File: src/etsel_defines.svh
// Register offsets, field layout and reset values for the edge trigger selector.
`ifndef ETSEL_DEFINES_SVH
`define ETSEL_DEFINES_SVH
`define ETSEL_NLINES 19
`define ETSEL_AW 8
`define ETSEL_OFF_RISE 8'h00
`define ETSEL_OFF_FALL 8'h04
`define ETSEL_OFF_SWT 8'h08
`define ETSEL_OFF_MASK 8'h0C
`define ETSEL_OFF_PEND 8'h10
`define ETSEL_LINE_MASK 32'h0006_00FF
`define ETSEL_RST_VAL 32'h0000_0000
`define ETSEL_RESP_OKAY 2'h0
`define ETSEL_RESP_SLVERR 2'h2
`endif

File: src/etsel_pkg.sv
// Types shared by the edge trigger selector modules.
package etsel_pkg;
   typedef logic [31:0] etsel_word_t;
   typedef logic [18:0] etsel_pins_t;
   typedef struct packed {
      etsel_word_t rise;
      etsel_word_t fall;
   } etsel_edge_t;
   typedef struct packed {
      logic [7:0] addr;
      etsel_word_t data;
      logic [3:0] strb;
   } etsel_wreq_t;
endpackage

File: src/etsel_top.sv
// Edge trigger selector with pending flags and an AXI4-Lite register slave.
//
// The AXI4-Lite slave port was left to the implementer.
`timescale 1ns/1ps
`include "etsel_defines.svh"
// Contract
// - Falling enable bits at 0x04, lines 0-7,17,18.
// - Other falling register bits reserved, read zero.
// - Lines trigger on edges; sources must be glitch-free.
// - Falling edge during falling-register write: no pending.
// - Both enables set: both edges trigger.
// - Software trigger register at 0x08, resets zero.
// - Rising enable register at 0x00, same layout.
// - Pending set only for unmasked lines.
// - Software trigger one fires, then self-clears.
module etsel_top
   import etsel_pkg::*;
(
   input wire logic aclk,
   input wire logic aresetn,
   input wire logic awvalid,
   output logic awready,
   input wire logic [7:0] awaddr,
   input wire logic [2:0] awprot,
   input wire logic wvalid,
   output logic wready,
   input wire logic [31:0] wdata,
   input wire logic [3:0] wstrb,
   output logic bvalid,
   input wire logic bready,
   output logic [1:0] bresp,
   input wire logic arvalid,
   output logic arready,
   input wire logic [7:0] araddr,
   input wire logic [2:0] arprot,
   output logic rvalid,
   input wire logic rready,
   output logic [31:0] rdata,
   output logic [1:0] rresp,
   input wire etsel_pins_t ext_line,
   output logic irq
);
   etsel_edge_t edges;

   etsel_sync u_sync (
      .aclk(aclk),
      .aresetn(aresetn),
      .line_in(ext_line),
      .edges(edges)
   );

   function automatic etsel_word_t merge(etsel_word_t old, etsel_word_t nw, logic [3:0] strb);
      etsel_word_t res;
      res = old;
      for (int i = 0; i < 4; i++) begin
         if (strb[i]) begin
            res[8*i +: 8] = nw[8*i +: 8];
         end
      end
      return res;
   endfunction

   function automatic logic mapped(logic [7:0] a);
      logic hit;
      hit = (a == `ETSEL_OFF_RISE) || (a == `ETSEL_OFF_FALL) || (a == `ETSEL_OFF_SWT) ||
            (a == `ETSEL_OFF_MASK) || (a == `ETSEL_OFF_PEND);
      return hit;
   endfunction

   // Write channel: address and data are taken in either order and held.
   logic aw_hold_r, w_hold_r, bvalid_r;
   logic aw_hold_nxt, w_hold_nxt, bvalid_nxt;
   etsel_wreq_t wreq_r, wreq_nxt, wr;
   logic [1:0] bresp_r, bresp_nxt;
   logic aw_fire, w_fire, wr_go;
   logic [7:0] wr_off;

   assign awready = ~aw_hold_r & ~bvalid_r;
   assign wready = ~w_hold_r & ~bvalid_r;
   assign aw_fire = awvalid & awready;
   assign w_fire = wvalid & wready;
   assign wr_go = (aw_hold_r | aw_fire) & (w_hold_r | w_fire);

   always_comb begin
      wr.addr = aw_hold_r ? wreq_r.addr : awaddr;
      wr.data = w_hold_r ? wreq_r.data : wdata;
      wr.strb = w_hold_r ? wreq_r.strb : wstrb;
      wr_off = {wr.addr[7:2], 2'h0};
      wreq_nxt = wreq_r;
      if (aw_fire) begin
         wreq_nxt.addr = awaddr;
      end
      if (w_fire) begin
         wreq_nxt.data = wdata;
         wreq_nxt.strb = wstrb;
      end
      aw_hold_nxt = wr_go ? 1'b0 : (aw_hold_r | aw_fire);
      w_hold_nxt = wr_go ? 1'b0 : (w_hold_r | w_fire);
      bvalid_nxt = bvalid_r;
      bresp_nxt = bresp_r;
      if (wr_go) begin
         bvalid_nxt = 1'b1;
         bresp_nxt = mapped(wr_off) ? `ETSEL_RESP_OKAY : `ETSEL_RESP_SLVERR;
      end else if (bready) begin
         bvalid_nxt = 1'b0;
      end
   end

   always_ff @(posedge aclk) begin
      if (!aresetn) begin
         aw_hold_r <= 1'b0;
         w_hold_r <= 1'b0;
         bvalid_r <= 1'b0;
         bresp_r <= `ETSEL_RESP_OKAY;
         wreq_r <= '0;
      end else begin
         aw_hold_r <= aw_hold_nxt;
         w_hold_r <= w_hold_nxt;
         bvalid_r <= bvalid_nxt;
         bresp_r <= bresp_nxt;
         wreq_r <= wreq_nxt;
      end
   end

   assign bvalid = bvalid_r;
   assign bresp = bresp_r;

   // Register file and pending logic.
   etsel_word_t rise_en_r, fall_en_r, swt_r, mask_r, pend_r;
   etsel_word_t rise_en_nxt, fall_en_nxt, swt_nxt, mask_nxt, pend_nxt;
   etsel_word_t wr_bits, pend_clr, trig, new_swt;
   logic wr_rise, wr_fall, wr_swt, wr_mask, wr_pend;

   always_comb begin
      wr_rise = wr_go && (wr_off == `ETSEL_OFF_RISE);
      wr_fall = wr_go && (wr_off == `ETSEL_OFF_FALL);
      wr_swt = wr_go && (wr_off == `ETSEL_OFF_SWT);
      wr_mask = wr_go && (wr_off == `ETSEL_OFF_MASK);
      wr_pend = wr_go && (wr_off == `ETSEL_OFF_PEND);
      wr_bits = merge(32'h0000_0000, wr.data, wr.strb) & `ETSEL_LINE_MASK;
      rise_en_nxt = wr_rise ? (merge(rise_en_r, wr.data, wr.strb) & `ETSEL_LINE_MASK) : rise_en_r;
      fall_en_nxt = wr_fall ? (merge(fall_en_r, wr.data, wr.strb) & `ETSEL_LINE_MASK) : fall_en_r;
      mask_nxt = wr_mask ? (merge(mask_r, wr.data, wr.strb) & `ETSEL_LINE_MASK) : mask_r;
      new_swt = wr_swt ? wr_bits : 32'h0000_0000;
      // A written one lives exactly one cycle so a read can still see it.
      swt_nxt = new_swt;
      pend_clr = wr_pend ? wr_bits : 32'h0000_0000;
      // An edge that meets a write to its own select register is dropped, since
      // the enable is changing under it; rising and falling are judged apart.
      trig = (edges.rise & rise_en_r & {32{~wr_rise}})
           | (edges.fall & fall_en_r & {32{~wr_fall}})
           | swt_r;
      // Set beats clear so an edge landing on the acknowledge is kept.
      pend_nxt = (pend_r & ~pend_clr) | (trig & mask_r);
   end

   always_ff @(posedge aclk) begin
      if (!aresetn) begin
         rise_en_r <= `ETSEL_RST_VAL;
         fall_en_r <= `ETSEL_RST_VAL;
         swt_r <= `ETSEL_RST_VAL;
         mask_r <= `ETSEL_RST_VAL;
         pend_r <= `ETSEL_RST_VAL;
      end else begin
         rise_en_r <= rise_en_nxt;
         fall_en_r <= fall_en_nxt;
         swt_r <= swt_nxt;
         mask_r <= mask_nxt;
         pend_r <= pend_nxt;
      end
   end

   // Read channel: one cycle from address to data.
   logic rvalid_r, rvalid_nxt, ar_fire;
   etsel_word_t rdata_r, rdata_nxt, rd_val;
   logic [1:0] rresp_r, rresp_nxt;
   logic [7:0] rd_off;

   assign arready = ~rvalid_r;
   assign ar_fire = arvalid & arready;

   always_comb begin
      rd_off = {araddr[7:2], 2'h0};
      unique case (rd_off)
         `ETSEL_OFF_RISE: rd_val = rise_en_r;
         `ETSEL_OFF_FALL: rd_val = fall_en_r;
         `ETSEL_OFF_SWT: rd_val = swt_r;
         `ETSEL_OFF_MASK: rd_val = mask_r;
         `ETSEL_OFF_PEND: rd_val = pend_r;
         default: rd_val = 32'h0000_0000;
      endcase
      rvalid_nxt = rvalid_r;
      rdata_nxt = rdata_r;
      rresp_nxt = rresp_r;
      if (ar_fire) begin
         rvalid_nxt = 1'b1;
         rdata_nxt = rd_val;
         rresp_nxt = mapped(rd_off) ? `ETSEL_RESP_OKAY : `ETSEL_RESP_SLVERR;
      end else if (rready) begin
         rvalid_nxt = 1'b0;
      end
   end

   always_ff @(posedge aclk) begin
      if (!aresetn) begin
         rvalid_r <= 1'b0;
         rdata_r <= `ETSEL_RST_VAL;
         rresp_r <= `ETSEL_RESP_OKAY;
      end else begin
         rvalid_r <= rvalid_nxt;
         rdata_r <= rdata_nxt;
         rresp_r <= rresp_nxt;
      end
   end

   assign rvalid = rvalid_r;
   assign rdata = rdata_r;
   assign rresp = rresp_r;

   // Masked pending flags are never set, so the gate here is a second guard
   // for lines that are masked after their flag went up.
   logic irq_r, irq_nxt;
   etsel_word_t pend_prev_r;

   always_comb begin
      irq_nxt = |(pend_nxt & mask_nxt);
   end

   // The previous flags are kept only for the checks below, which need to see
   // which flags are new in a cycle.
   always_ff @(posedge aclk) begin
      if (!aresetn) begin
         irq_r <= 1'b0;
         pend_prev_r <= `ETSEL_RST_VAL;
      end else begin
         irq_r <= irq_nxt;
         pend_prev_r <= pend_r;
      end
   end
   assign irq = irq_r;

   etsel_word_t fall_only, pend_new;
   assign fall_only = edges.fall & ~swt_r & ~pend_r;
   assign pend_new = pend_r & ~pend_prev_r;
endmodule

File: src/etsel_sync.sv
// Three-stage line synchroniser with rising and falling edge pulse detection.
`timescale 1ns/1ps
`include "etsel_defines.svh"
module etsel_sync
   import etsel_pkg::*;
(
   input wire logic aclk,
   input wire logic aresetn,
   input wire etsel_pins_t line_in,
   output etsel_edge_t edges
);
   etsel_word_t s1_r, s2_r, s3_r, lvl_r, rise_r, fall_r;
   etsel_word_t s1_nxt, lvl_nxt, rise_nxt, fall_nxt;
   etsel_word_t stable;

   // Only the agreement of stages two and three moves the held level, so the
   // first stage stays private to the second.
   always_comb begin
      s1_nxt = {13'h0000, line_in} & `ETSEL_LINE_MASK;
      stable = ~(s2_r ^ s3_r);
      lvl_nxt = (stable & s3_r) | (~stable & lvl_r);
      rise_nxt = stable & s3_r & ~lvl_r;
      fall_nxt = stable & ~s3_r & lvl_r;
   end

   always_ff @(posedge aclk) begin
      if (!aresetn) begin
         s1_r <= `ETSEL_RST_VAL;
         s2_r <= `ETSEL_RST_VAL;
         s3_r <= `ETSEL_RST_VAL;
         lvl_r <= `ETSEL_RST_VAL;
         rise_r <= `ETSEL_RST_VAL;
         fall_r <= `ETSEL_RST_VAL;
      end else begin
         s1_r <= s1_nxt;
         s2_r <= s1_r;
         s3_r <= s2_r;
         lvl_r <= lvl_nxt;
         rise_r <= rise_nxt;
         fall_r <= fall_nxt;
      end
   end

   assign edges = '{rise: rise_r, fall: fall_r};
endmodule

File: config.mk
export PLATFORM = sky130hd
export DESIGN_NAME = etsel_top
export DESIGN_NICKNAME = d
export VERILOG_FILES = /design/src/etsel_pkg.sv /design/src/etsel_top.sv /design/src/etsel_sync.sv
export VERILOG_INCLUDE_DIRS = /design/src /design/src/src
export SDC_FILE = /design/constraint.sdc
export NUM_CORES = 1
export LEC_CHECK = 0
export ABC_AREA = 1
export BUFFER_PORTS_ARGS = -buffer_cell sky130_fd_sc_hd__clkbuf_2
export CORE_ASPECT_RATIO = 1.75
export CORE_MARGIN = 2
export CORE_UTILIZATION = 50
export CTS_CLUSTER_DIAMETER = 120
export DETAILED_ROUTE_END_ITERATION = 16
export GPL_ROUTABILITY_DRIVEN = 0
export PLACE_DENSITY = 0.7
export SLEW_MARGIN = 20
export SYNTH_ARGS = -nofsm -noshare
export SYNTH_HDL_FRONTEND = slang
export SYNTH_SLANG_ARGS = --single-unit
File: constraint.sdc
create_clock -name aclk -period 2.6 [get_ports aclk]
set_clock_uncertainty 0.2 [all_clocks]
set_input_delay 0.13 -clock aclk [delete_from_list [all_inputs] [get_ports aclk]]
set_output_delay 0.13 -clock aclk [all_outputs]
set_load 0.05 [all_outputs]
### Word level (Yosys, flattened, before mapping)

Index checks and enable logic that the tools add are counted.

| cells by class | value |
|---|---|
| equal/unequal tests | 8 |
| bitwise logic cells | 37 |
| reductions and logical operators | 25 |
| multiplexer cells | 16 |

Operators by type and width:

| kind | count |
|---|---|
| $and A32 B32 Y32 | 10 |
| $pmux W32 S5 | 1 |
| $not A32 Y32 | 4 |
| $or A32 B32 Y32 | 4 |
| $and A32 B19 Y32 | 2 |
| $mux W19 | 2 |
| $mux W32 | 1 |
| $not A19 Y32 | 1 |
| $reduce_or A32 Y1 | 1 |
| $xor A32 B32 Y32 | 1 |
| $eq A6 B2 Y1 const B | 4 |
| $mux W8 | 3 |
| $eq A6 B1 Y1 const B | 2 |
| $eq A6 B3 Y1 const B | 2 |
| $logic_not A6 Y1 | 2 |
| $reduce_and A2 Y1 | 5 |
| $mux W3 | 3 |
| $logic_not A8 Y1 | 1 |
| $logic_or A1 B1 Y1 | 8 |
| $not A1 Y1 | 7 |
| $and A1 B1 Y1 | 6 |
| $logic_and A1 B1 Y1 | 5 |
| $mux W1 | 4 |
| $mux W2 | 2 |
| 3 further kinds | 5 |

| word-level totals | value |
|---|---|
| word-level logic and storage cells | 112 |
| bits of input ports | 84 |
| output and inout bits | 42 |
| register bits after elaboration | 379 |

### Depth between registers and ports, before layout

| depth | value |
|---|---|
| depth in word-level cells | 14 |
| gate-level depth with buffers | 18 |
| mapped depth without buffers | 16 |

### Hierarchy

Synthesis repeated with hierarchy kept, for this count alone.

| unflattened totals | value |
|---|---|
| cell total of the unflattened synthesis | 925 |
| area, all modules | 6749.0 µm² |

Modules (own cells, without submodules):

| module | sequential area each (µm²) | cells each | area each (µm²) | times used |
|---|---|---|---|---|
| etsel_top | 1701.6 | 623 | 4221.5 | 1 |
| etsel_sync | 1201.2 | 302 | 2527.4 | 1 |

### Least setup slack after synthesis

OpenSTA, ideal clock, no wires.

| path | value |
|---|---|
| path kind | register -> register |
| start | register bvalid_r, in the netlist bvalid |
| end | register irq_r, in the netlist irq |
| setup slack | 379 ps |
| data arrival time | 1912 ps |
| data required time | 2291 ps |
| period minus slack after synthesis | 2221 ps |
| cell stages (with the launch flop) | 15 |
| setup time | 109 ps |
| path buffers | 1 |
| path through | dfxtp_1 -> inv_1 -> a21oi_1 -> nor2_4 -> nand3b_4 -> buf_6 -> inv_2 -> nand2_1 -> o21ai_0 -> nand2_1 -> nand2_1 -> nor2_1 -> nand3_1 -> nand2_1 -> inv_1 |

| between the ends | value |
|---|---|
| longest elaborated chain between the ends | 14 |
| elaborated cells between the ends (all ways) | 26 |
| those cells by class | mux (2); bitwise (19); reduce/logical (5) |

RTL lines:

| element | line | RTL |
|---|---|---|
| from (decl) | etsel_top.sv:71 | `logic aw_hold_r, w_hold_r, bvalid_r;` |
| from (signal assigned) | etsel_top.sv:119 | `bvalid_r <= bvalid_nxt;` |
| $not A1 Y1 (*) | etsel_top.sv:78, etsel_top.sv:79 |  |
| $and A1 B1 Y1 (on tied branches) | etsel_top.sv:78, etsel_top.sv:79 |  |
| $and A1 B1 Y1 (on tied branches) | etsel_top.sv:80, etsel_top.sv:81 |  |
| $or A1 B1 Y1 | etsel_top.sv:82 | `assign wr_go = (aw_hold_r \| aw_fire) & (w_hold_r \| w_fire);` |
| $and A1 B1 Y1 (*) | etsel_top.sv:82 |  |
| $logic_and A1 B1 Y1 (on tied branches) | etsel_top.sv:135, etsel_top.sv:136 |  |
| $not A1 Y1 (on tied branches) | etsel_top.sv:150, etsel_top.sv:151 |  |
| $and A32 B32 Y32 (on tied branches) | etsel_top.sv:150, etsel_top.sv:151 |  |
| $or A32 B32 Y32 | etsel_top.sv:151 | `\| (edges.fall & fall_en_r & {32{~wr_fall}})` |
| $or A32 B32 Y32 | etsel_top.sv:152 | `\| swt_r;` |
| $and A32 B32 Y32 | etsel_top.sv:154 | `pend_nxt = (pend_r & ~pend_clr) \| (trig & mask_r);` |
| $or A32 B32 Y32 | etsel_top.sv:154 |  |
| $and A32 B32 Y32 (*) | etsel_top.sv:226 | `irq_nxt = \|(pend_nxt & mask_nxt);` |
| $reduce_or A32 Y1 (*) | etsel_top.sv:226 |  |
| to (signal assigned) | etsel_top.sv:236 | `irq_r <= irq_nxt;` |
| to (decl) | etsel_top.sv:222 | `logic irq_r, irq_nxt;` |

Mark *: on every way between the ends. The rest lies on a longest branch, timed or not.
A chain may end at the register's enable or synchronous reset.

### Final worst setup path

| path | value |
|---|---|
| start | input port araddr[5] |
| end | register rdata_r[1], in the netlist rdata[1] |

| between the ends | value |
|---|---|
| longest elaborated chain between the ends | 2 |
| elaborated cells between the ends (all ways) | 6 |
| those cells by class | eq/ne (4); mux (1); reduce/logical (1) |

RTL lines:

| element | line | RTL |
|---|---|---|
| from (decl) | etsel_top.sv:34 | `input wire logic [7:0] araddr,` |
| $eq A6 B3 Y1, or another cell as far along | etsel_top.sv:184 | `unique case (rd_off)` |
| $pmux W32 S5 (*) | etsel_top.sv:184 |  |
| to (signal assigned) | etsel_top.sv:207 | `` rdata_r <= `ETSEL_RST_VAL; `` |
| to (signal assigned) | etsel_top.sv:211 | `rdata_r <= rdata_nxt;` |
| to (decl) | etsel_top.sv:175 | `etsel_word_t rdata_r, rdata_nxt, rd_val;` |

Marked as above.

==> key figures <==
Outcome
  • Status: finished clean

Setup path
  • Critical path type: input port to flop
  • CP arrival: between 2 and 3 ns
  • R2R cell count: 12
  • CP Capture Type: flop
  • CP max FO: 3
  • FF-to-FF setup slack: 0.26 ns
  • Startpoint Class: input port
  • Required time worst endpoint: 2.74 ns

Drt
  • WL per Instance: 12.46 um
  • Via density: about 4.8
  • Routed WL: between 10 and 15 mm
  • DR pass1 iterations: 5
  • Drc violations: 0
  • Final antenna-violating net count: 0
  • Routed vias: 5422
  • DR iter-0 viols: roughly 250

Global route
  • Total grt overflow: 0
  • Largest net degree at the start of global routing: 70
  • Number of global-route vias before repair: 5090
  • First-pass GRT wire length: 22.99 mm
  • GRT Overall Usage: 21.61%
  • Initial antenna violation count: 0

Die
  • Initial Util: between 50% and 60%
  • Number of core rows: 54
  • CORE AREA: between 10000 and 15000 um2
  • Die H: approximately 150 um
  • Die width: 89.21 um
  • Io pins: 126
  • DIE AREA: 13660 um2

STA
  • Fin crit share: 90.90%
  • Final Hold Viols: 0
  • Minimum clock period: 2.364 ns
  • Final setup TNS: 0 ns
  • Worst Setup Slack, final: 0.2365 ns
  • Slew of the pin with the lowest slew margin: 0.7960 ns
  • Fmax: 423.1 MHz
  • RSZ-0062 raised after global routing: false
  • Relative slew slack: 46.88%
  • Worst hold slack: 0.01096 ns
  • Final setup fails: 0
  • Slew Viols, Final: 0

Yosys
  • Mapped cell area: between 6000 and 7000 um2
  • Top cells by count, synth: nand2_1 (187), dfxtp_1 (145), inv_1 (137)
  • Gate Count Post-Synth: 861
  • Number of flops mapped to enable cells by yosys: 0
  • Most common cell in the synthesized netlist: nand2_1
  • #FFs+latches synth: 145
  • Synth Flop Type: dfxtp_1
  • Syn Area/Cell: roughly 7.4 um2
  • Synth top area share: a little under half
  • Synth area leaders: dfxtp_1 (46%), nand2_1 (11%), inv_1 (8.1%)
  • Ys Warns: 0
  • Synth async-reset ratio: 0%
  • Seq/Total Area, Yosys: 45.70%
  • Netlist cell types: 37
  • Synth area leader: dfxtp_1

Clock network
  • CTS tree: built
  • Clock Tree Buf Depth: 2
  • Worst skew pair latency: 0.42 ns
  • CTS Root Cell: clkbuf_16
  • CTS H-tree depth: 4
  • CTS Sinks: 145
  • Inserted Clock Buffers: 17
  • Worst-path clk slew: 0.06 ns

Finish
  • Final Cell Area: 7746 um2
  • Area delta synth->final: 21.94%
  • Filler cells: 1179
  • Final #Nets: between 1000 and 1500
  • Ratio of cells with drive above 1 in the final layout: between 10% and 20%
  • # diodes: 0

Flow run
  • Maximum capacitance violations: 0

Min path
  • Hold Path Class: input port to flop
  • WHS Path Cells: 4

Pwr
  • Static Leak: 3.751 nW
  • Pwr per Cell Area: 712.2 nW/um2
  • Pwr Total: approximately 5.5 mW
  • Peak supply drop: 0.4215 mV

Place
  • PortBufs: 58
  • Placed instance area: approximately 6700 um2
  • Dpl ws: 0.1954 ns
  • Post-detailed-placement half-perimeter wirelength: ~10 mm
==> routing by layer <==
metal	GRT usage, %	up-vias	part of all wire, %	routed length, um
met3	4.320	27	3.8	547
li1	-	2842	-	-
met1	23.12	2418	40	5710
met5	0	-	0	0
met2	39.37	135	53	7573
met4	9.311	0	2.8	392
==> path summary, 6_finish.rpt <==
| check | end | from |
|---|---|---|
| worst min-delay path | rdata[17]$_SDFFE_PN0P_ | arvalid |
| worst max-delay path | rdata[1]$_SDFFE_PN0P_ | araddr[5] |
| worst max register to register | irq$_SDFF_PN0_ | w_hold_r$_SDFF_PP0_ |
| worst min register to register | u_sync.s2_r[2]$_SDFF_PN0_ | u_sync.s1_r[2]$_SDFF_PN0_ |
==> state kept, by name, indices dropped and copies added (netlist names), 10 cells and up, named ones only <==
name           flops
u_sync.s1_r       10
u_sync.fall_r     10
pend_r            10
swt_r             10
u_sync.s3_r       10
u_sync.s2_r       10
wreq_r            18
u_sync.rise_r     10
rdata             10
fall_en_r         10
rise_en_r         10
mask_r            10
==> kinds of logic (layout without fill, tap and decap cells) <==
kind of cell    count (synthesis)  after routing  share of synthesized area (%)
simple gates                  344            344                          22.99
buf+inv                       196            285                          13.77
compound gates                155            155                          13.55
flops                         145            145                          45.70
fa+ha+maj                      20             20                          3.939
other cells                     1             24                        0.05903
==> worst max-delay path: stages <==
cell	delay, ns
dlygate4sd3_1	0.54
clkbuf_2	0.12
nor2_1	0.17
dlygate4sd3_1	0.66
nand4_1	0.10
dlygate4sd3_1	0.61
a31oi_1	0.17
==> where the power goes <==
part	switching, mW	internal, mW	leakage [nW]
sequential	0.0483	2.31	1.18
clock	0.936	1.56	0.289
combinational	0.472	0.192	2.28
==> placed cells by master, fill, tap and decap left out, types with 2 or more instances in the layout <==
| master | instances |
|---|---|
| o31ai_1 | 2 |
| nor2_1 | 107 |
| a21oi_2 | 2 |
| clkinvlp_4 | 4 |
| nor2_4 | 2 |
| clkinv_2 | 2 |
| dfxtp_1 | 144 |
| nand3b_1 | 6 |
| nand2_2 | 6 |
| buf_12 | 3 |
| clkbuf_16 | 17 |
| o21ai_1 | 9 |
| inv_2 | 5 |
| nand2_1 | 187 |
| conb_1 | 24 |
| bufinv_16 | 3 |
| dlygate4sd3_1 | 39 |
| a21oi_1 | 56 |
| nand3b_4 | 2 |
| clkbuf_2 | 58 |
| nand4_1 | 7 |
| a221oi_1 | 8 |
| inv_1 | 137 |
| a31oi_1 | 5 |
| ha_1 | 20 |
| clkbuf_8 | 2 |
| o21ai_0 | 53 |
| inv_6 | 3 |
| buf_4 | 10 |
| o22ai_1 | 16 |
| nor2_2 | 3 |
| nand3_1 | 19 |
==> final cells by class <==
type                       instances  area [um2]  area share [%]
multi-input combinational        543        2661           34.36
clock inverter                    12       156.4           2.019
clock buffer                      20       456.7           5.896
sequential                       145        2904           37.49
tap                              168       210.2           2.714
timing repair buffer             110       815.8           10.53
inverter                         143       541.8           6.994
==> through the flow <==
step / instances / utilization, %
6_report: 1141 / 62.31
5_1_grt: 1141 / 62.31
4_1_cts: 1141 / 62.30
3_5_place_dp: 1070 / 54.23
3_3_place_gp: 1070 / 54.23
2_1_floorplan: 884 / -
==> timing repair <==
action / CTS / global route
endpoints found under the hold margin: 61 / 0
hold buffers: 39 / 0
buffers inserted: 0 / 0
setup endpoints to repair: 0 / 2
resized for setup: 0 / 1
Note: power is estimated with default switching activity, not from simulation.
